`config.mk`:
```
export PLATFORM = sky130hd
export DESIGN_NAME = dpc_host
export DESIGN_NICKNAME = d
export VERILOG_FILES = /design/src/dpc_pkg.sv /design/src/dpc_host.sv
export SDC_FILE = /design/constraint.sdc
export NUM_CORES = 1
export LEC_CHECK = 0
export ABC_AREA = 1
export BUFFER_PORTS_ARGS = -buffer_cell sky130_fd_sc_hd__clkbuf_2
export CAP_MARGIN = 20
export CELL_PAD_IN_SITES_DETAIL_PLACEMENT = 1
export CELL_PAD_IN_SITES_GLOBAL_PLACEMENT = 1
export CORE_MARGIN = 1.5
export CORE_UTILIZATION = 34
export DETAILED_ROUTE_END_ITERATION = 6
export GPL_TIMING_DRIVEN = 1
export HOLD_SLACK_MARGIN = 0.03
export PLACE_DENSITY_LB_ADDON = 0.1
export RECOVER_POWER = 25
export REMOVE_ABC_BUFFERS = 1
export SETUP_SLACK_MARGIN = 0.05
export SYNTH_ARGS = -nofsm -noshare
export SYNTH_HDL_FRONTEND = slang
export SYNTH_SLANG_ARGS = --single-unit
```
`constraint.sdc`:
```
create_clock -name clock_in -period 1.6 [get_ports clock_in]
set_input_delay 0.32 -clock clock_in [delete_from_list [all_inputs] [get_ports clock_in]]
set_output_delay 0.32 -clock clock_in [all_outputs]
set_load 0.03 [all_outputs]
```
`src/dpc_pkg.sv`:
```
// shared constants and carriers for the dual-port memory host controller
package dpc_pkg;
  localparam int ADDR_W = 11;
  localparam int DATA_W = 8;
  // priority set-up lead in ns and in cycles at 40 MHz (least time, rounded up)
  localparam int CLK_NS = 25;
  localparam int APS_NS = 5;
  localparam int APS_CYC = (APS_NS + CLK_NS - 1) / CLK_NS;
  // cycles the strobe stays active and cycles address leads the strobe
  localparam int STROBE_CYC = 2;
  localparam int SETUP_CYC = APS_CYC + 1;

  typedef struct packed {
    logic              write;
    logic [ADDR_W-1:0] addr;
    logic [DATA_W-1:0] wdata;
  } dpc_req_t;

  typedef struct packed {
    logic              sel_n;
    logic              oe_n;
    logic              rw;
    logic [ADDR_W-1:0] addr;
  } dpc_pins_t;
endpackage : dpc_pkg

```
`src/dpc_host.sv`:
```
// one-port host controller that drives a dual-port memory port and honours its conflict flag
// Contract
// - Host holds address and select until flag settles, then writes.
// - One master decides flags for a width-expanded array.
// - Host receiving the flag stalls until it releases.
// - System may OR both flags as illegal-access interrupt.
// - Earlier port must lead by the priority set-up time.
`timescale 1ns/1ps
`default_nettype none
module dpc_host #(
  parameter int ADDR_W = dpc_pkg::ADDR_W,
  parameter int DATA_W = dpc_pkg::DATA_W
) (
  input  wire logic               clock_in,
  input  wire logic               rstn_in,
  input  wire logic               req_valid_in,
  input  wire dpc_pkg::dpc_req_t  req_in,
  output logic                    req_ready_out,
  output logic                    done_out,
  output logic [DATA_W-1:0]       rdata_out,
  output logic                    conflict_out,
  output dpc_pkg::dpc_pins_t      pins_out,
  output logic [DATA_W-1:0]       data_out,
  output logic                    data_oe_out,
  input  wire logic [DATA_W-1:0]  data_in,
  input  wire logic               conflict_flag_n_in
);

  typedef enum logic [2:0] {ST_IDLE, ST_SETUP, ST_STALL, ST_STROBE, ST_DONE} dpc_state_t;

  dpc_state_t        state;
  logic [1:0]        count;
  dpc_pkg::dpc_req_t cur;

  // sequencer: select and address first, wait for the flag to settle, then strobe
  always_ff @(posedge clock_in or negedge rstn_in)
  begin
    if (!rstn_in)
    begin
      state <= ST_IDLE;
      count <= 2'h0;
      cur   <= '0;
    end
    else
    begin
      case (state)
        ST_IDLE:
        begin
          if (req_valid_in)
          begin
            cur   <= req_in;
            count <= 2'h0;
            state <= ST_SETUP;
          end
        end
        ST_SETUP:
        begin
          count <= count + 2'h1;
          if (count == 2'(dpc_pkg::SETUP_CYC - 1))
          begin
            count <= 2'h0;
            state <= conflict_flag_n_in ? ST_STROBE : ST_STALL;
          end
        end
        ST_STALL:
        begin
          if (conflict_flag_n_in)
            state <= ST_STROBE;
        end
        ST_STROBE:
        begin
          count <= count + 2'h1;
          if (!conflict_flag_n_in)
          begin
            // flag raced in mid-strobe: abandon and retry once released
            count <= 2'h0;
            state <= ST_STALL;
          end
          else if (count == 2'(dpc_pkg::STROBE_CYC - 1))
            state <= ST_DONE;
        end
        ST_DONE:  state <= ST_IDLE;
        default:  state <= ST_IDLE;
      endcase
    end
  end

  // pin drive: select held through setup, stall and strobe so arbitration stays stable
  always_ff @(posedge clock_in or negedge rstn_in)
  begin
    if (!rstn_in)
    begin
      pins_out    <= '{sel_n: 1'b1, oe_n: 1'b1, rw: 1'b1, addr: '0};
      data_out    <= '0;
      data_oe_out <= 1'b0;
    end
    else
    begin
      case (state)
        ST_IDLE:
        begin
          pins_out.sel_n <= ~req_valid_in;
          pins_out.rw    <= 1'b1;
          pins_out.oe_n  <= 1'b1;
          data_oe_out    <= 1'b0;
          if (req_valid_in)
          begin
            pins_out.addr <= req_in.addr;
            data_out      <= req_in.wdata;
          end
        end
        ST_SETUP, ST_STALL:
        begin
          pins_out.rw   <= 1'b1;
          pins_out.oe_n <= 1'b1;
          data_oe_out   <= 1'b0;
          if ((state == ST_STALL && conflict_flag_n_in) ||
              (state == ST_SETUP && count == 2'(dpc_pkg::SETUP_CYC - 1) && conflict_flag_n_in))
          begin
            pins_out.rw   <= ~cur.write;
            pins_out.oe_n <= cur.write;
            data_oe_out   <= cur.write;
          end
        end
        ST_STROBE:
        begin
          if (!conflict_flag_n_in || count == 2'(dpc_pkg::STROBE_CYC - 1))
          begin
            pins_out.rw   <= 1'b1;
            pins_out.oe_n <= 1'b1;
            data_oe_out   <= 1'b0;
          end
          if (count == 2'(dpc_pkg::STROBE_CYC - 1) && conflict_flag_n_in)
            pins_out.sel_n <= 1'b1;
        end
        default:
        begin
          pins_out.sel_n <= 1'b1;
          pins_out.rw    <= 1'b1;
          pins_out.oe_n  <= 1'b1;
          data_oe_out    <= 1'b0;
        end
      endcase
    end
  end

  // results: read data captured on the last strobe cycle, only with the flag high
  always_ff @(posedge clock_in or negedge rstn_in)
  begin
    if (!rstn_in)
    begin
      rdata_out <= '0;
      done_out  <= 1'b0;
    end
    else
    begin
      done_out <= (state == ST_STROBE) && conflict_flag_n_in &&
                  (count == 2'(dpc_pkg::STROBE_CYC - 1));
      if (state == ST_STROBE && conflict_flag_n_in && !cur.write &&
          count == 2'(dpc_pkg::STROBE_CYC - 1))
        rdata_out <= data_in;
    end
  end

  // ready and conflict status, both registered
  always_ff @(posedge clock_in or negedge rstn_in)
  begin
    if (!rstn_in)
    begin
      req_ready_out <= 1'b0;
      conflict_out  <= 1'b0;
    end
    else
    begin
      req_ready_out <= (state == ST_IDLE && !req_valid_in) || state == ST_DONE;
      conflict_out  <= (state != ST_IDLE) && !conflict_flag_n_in;
    end
  end

  a_strobe_after_setup: assert property (@(posedge clock_in) disable iff (!rstn_in)
    $fell(pins_out.rw) |-> $past(pins_out.sel_n, 2) == 1'b0)
    else $error("write strobe began without select held first");

  a_stall_on_flag: assert property (@(posedge clock_in) disable iff (!rstn_in)
    (state == ST_STALL && !conflict_flag_n_in) |=> pins_out.rw && pins_out.oe_n)
    else $error("strobe issued while conflict flag low");

  a_idle_deselect: assert property (@(posedge clock_in) disable iff (!rstn_in)
    (state == ST_DONE) |=> pins_out.sel_n && !data_oe_out)
    else $error("port left selected after transfer");

  a_write_drives_data: assert property (@(posedge clock_in) disable iff (!rstn_in)
    !pins_out.rw |-> data_oe_out && pins_out.oe_n && !pins_out.sel_n)
    else $error("write strobe without data drive");

  a_read_no_drive: assert property (@(posedge clock_in) disable iff (!rstn_in)
    !pins_out.oe_n |-> !data_oe_out && pins_out.rw)
    else $error("host drives data while device output enabled");

  a_done_flag_clear: assert property (@(posedge clock_in) disable iff (!rstn_in)
    done_out |-> $past(conflict_flag_n_in))
    else $error("transfer completed under conflict flag");

  a_addr_stable: assert property (@(posedge clock_in) disable iff (!rstn_in)
    (!pins_out.sel_n && !$past(pins_out.sel_n)) |-> $stable(pins_out.addr))
    else $error("address changed while selected");

  a_conflict_report: assert property (@(posedge clock_in) disable iff (!rstn_in)
    (state == ST_STALL && !conflict_flag_n_in) |=> conflict_out)
    else $error("conflict not reported");

endmodule : dpc_host
`default_nettype wire

```
==> impl_metrics.py <==
metrics = {
    "sta": {
        "tightest_slew_ns": 0.891,
        "clock.fmax_mhz": 717,
        "skew_ns": 0.00817,
        "setup_tns_ns": 0,
        "setup_ws_ns": 0.206,
        "slew_headroom": 0.406,
        "min_period_ns": 1.39,
        "final-setup-viol-count": 0,
        "final_min_period_over_clock_period": 0.871,
        "finalMaxSlewViolations": 0,
        "hold_viol": 0,
        "rsz0062_at_grt": "no",
    },
    "floorplan": {
        "dieArea_um2": 5420,
        "pin_count": 66,
        "chipWidth_um": 73.6,
        "rows": 25,
        "initial_utilization": 0.357,
        "core_area_um2": 4750,
        "die_h_um": 73.6,
    },
    "logic_synthesis": {
        "synth-simple-area-share": 0.317,
        "synth-xor-area-share": 0,
        "muxShareOfSynthArea": 0,
        "yosysWarnings": 0,
        "ys_seq_area_frac": 0.592,
        "synth-compound-area-share": 0.0317,
        "synth_area_um2": 1700,
        "synth_top_family_by_area": "simple AND/OR/NAND/NOR gates",
        "syn_inst": 196,
        "synth-seq-cells": 40,
        "synth_edf_count": 0,
        "syn_area_per_cell_um2": 8.66,
        "synth_fa_ha_area_frac": 0.0147,
        "ys.flop_type": "dfrtp_1",
        "synth_cell_types": 23,
        "async_flop_share": 1.00,
    },
    "global_routing": {
        "grt_pass1_vias": 1469,
        "grt_pass1_wl_um": 6830,
        "grt_util_all_layers": 0.167,
        "antenna_found_initial": 0,
        "globalRoute.totalOverflow": 0,
        "grt_max_degree": 41,
    },
    "placed_design": {
        "port_buffers": 65,
        "dpl_cell_area_um2": 2120,
        "routabilityCongestion": 0.802,
        "dp_hpwl_um": 3080,
        "dp_slack_ns": 0.206,
    },
    "final_layout": {
        "n_antenna_cell": 0,
        "areaGrowthSynthToFinish_pct": 29.9,
        "final_common_cell": "nand2_1",
        "layout-drive-gt1-share": 0.323,
        "fin_util": 0.464,
        "finalInstanceArea_um2": 2200,
        "final_cell_mix": "nand2_1 (93), clkbuf_2 (65), dfrtp_1 (37), nand3_1 (16)",
        "layout.nets": 302,
    },
    "route": {
        "vias_per_cell": 4.48,
        "wl_per_cell_um": 12.3,
        "routed_wl_um": 4130,
        "remaining_drc_errors": 0,
        "drt-initial-drc-count": 61,
        "vias": 1505,
        "drtAntennaViolNets": 0,
        "drt_first_pass_iters": 4,
    },
    "cts": {
        "root_buffer": "clkbuf_8",
        "cts_setup_buffers": 0,
        "cts_tree": "done",
        "cts_buffer_depth": 2,
        "clk_latency_ns": 0.30,
        "cts.clk_slew.worst_paths_ns": 0.08,
        "cts_buffers": 5,
        "htree_levels": 2,
        "clkSinkCount": 40,
    },
    "setup_path": {
        "crit_path_end_kind": "register",
        "crit_arrival_ns": 1.58,
        "crit_required_ns": 1.78,
        "critPathMaxFanout": 4,
        "crit_type": "reg2reg",
        "worstSetupStartpointType": "register",
    },
    "power": {
        "power.leakage_nw": 1.30,
        "power.total_mw": 4.71,
        "powerDensity_nw_per_um2": 2140,
        "ir_drop_uv": 890,
    },
    "hold_path": {
        "min_path_type": "in2reg",
    },
    "outcome": {
        "status": "complete, no violations",
    },
    "flow_run": {
        "cap_violations": 0,
    },
}
## cell usage after synthesis (2+ instances only)
cell type	n	area, µm²
a21oi_1	4	20.0
buf_2	3	15.0
dfrtp_1	37	926
dfstp_2	3	78.8
ha_1	2	25.0
inv_1	10	37.5
inv_2	2	7.51
nand2_1	93	349
nand2_4	2	22.5
nand3_1	16	80.1
nor2_1	10	37.5
o21ai_0	2	10.0
o21ai_1	2	10.0
## critical path, cell delays in order (launching register included)
cell,delay (ns)
dfrtp_1,0.40
ha_1,0.23
inv_1,0.21
nand3_1,0.16
nand2_1,0.09
nor2_1,0.05
nand3_1,0.07
nand2_1,0.06
## stage by stage
step | hold WS [ns] | cells
floorplan | 0.0244 | 191
global placement | 0.313 | 327
detailed placement | 0.315 | 327
CTS | 0.204 | 336
global route | 0.209 | 336
finish | 0.213 | 336
## timing repair
action	CTS	global route
endpoints found under the hold margin	37	0
resized for setup	0	0
hold buffers	1	0
endpoints found under the setup margin	0	0
## path summary, 6_finish.rpt
check / endpoint / slack, ns / cells past startpoint / from
min in group asynchronous: req_ready_out / 0.78 / 3 / rstn_in
max in group asynchronous: state[0] / 0.26 / 3 / rstn_in
worst max-delay path: state[1] / 0.21 / 7 / count[0]
worst min register to register: pins_out[11] / 0.47 / 2 / pins_out[11]
worst max register to register: state[1] / 0.21 / 7 / count[0]
worst min-delay path: data_out[6] / 0.21 / 3 / req_in[6]
## state kept, by name, indices dropped and copies added, names as in the netlist
signal and count:
conflict_out 1, count 2, cur 1, data_oe_out 1, data_out 8, done_out 1, pins_out 14, rdata_out 8
req_ready_out 1, state 3
## metal layers
layer / global-route usage / share of wire / vias up
met4: 0.0494 / 0.012 / 0
met1: 0.221 / 0.45 / 706
li1: - / - / 751
met3: 0.0576 / 0.056 / 6
met2: 0.257 / 0.48 / 42
met5: 0 / 0 / -
## layout make-up
type                            count  area [µm²]
Clock buffer                        5        68.8
Inverter                           13        48.8
Clock inverter                      3        18.8
Tap cell                           67        83.8
Fill cell                         619        2550
Sequential cell                    40        1000
Multi-Input combinational cell    138         617
Timing Repair Buffer               70         363
## power by group
group | switching, mW | internal (mW)
combinational | 1.64 | 0.653
clock | 0.367 | 0.304
sequential | 0.280 | 1.47
total | 2.29 | 2.42
## logic make-up (layout without fill, tap and decap cells)
logic type | Yosys count | after routing
buf+inv | 18 | 91
simple gates | 126 | 126
compound gates | 10 | 10
flops | 40 | 40
fa+ha+maj | 2 | 2
Power figures use the tool's default switching activity.
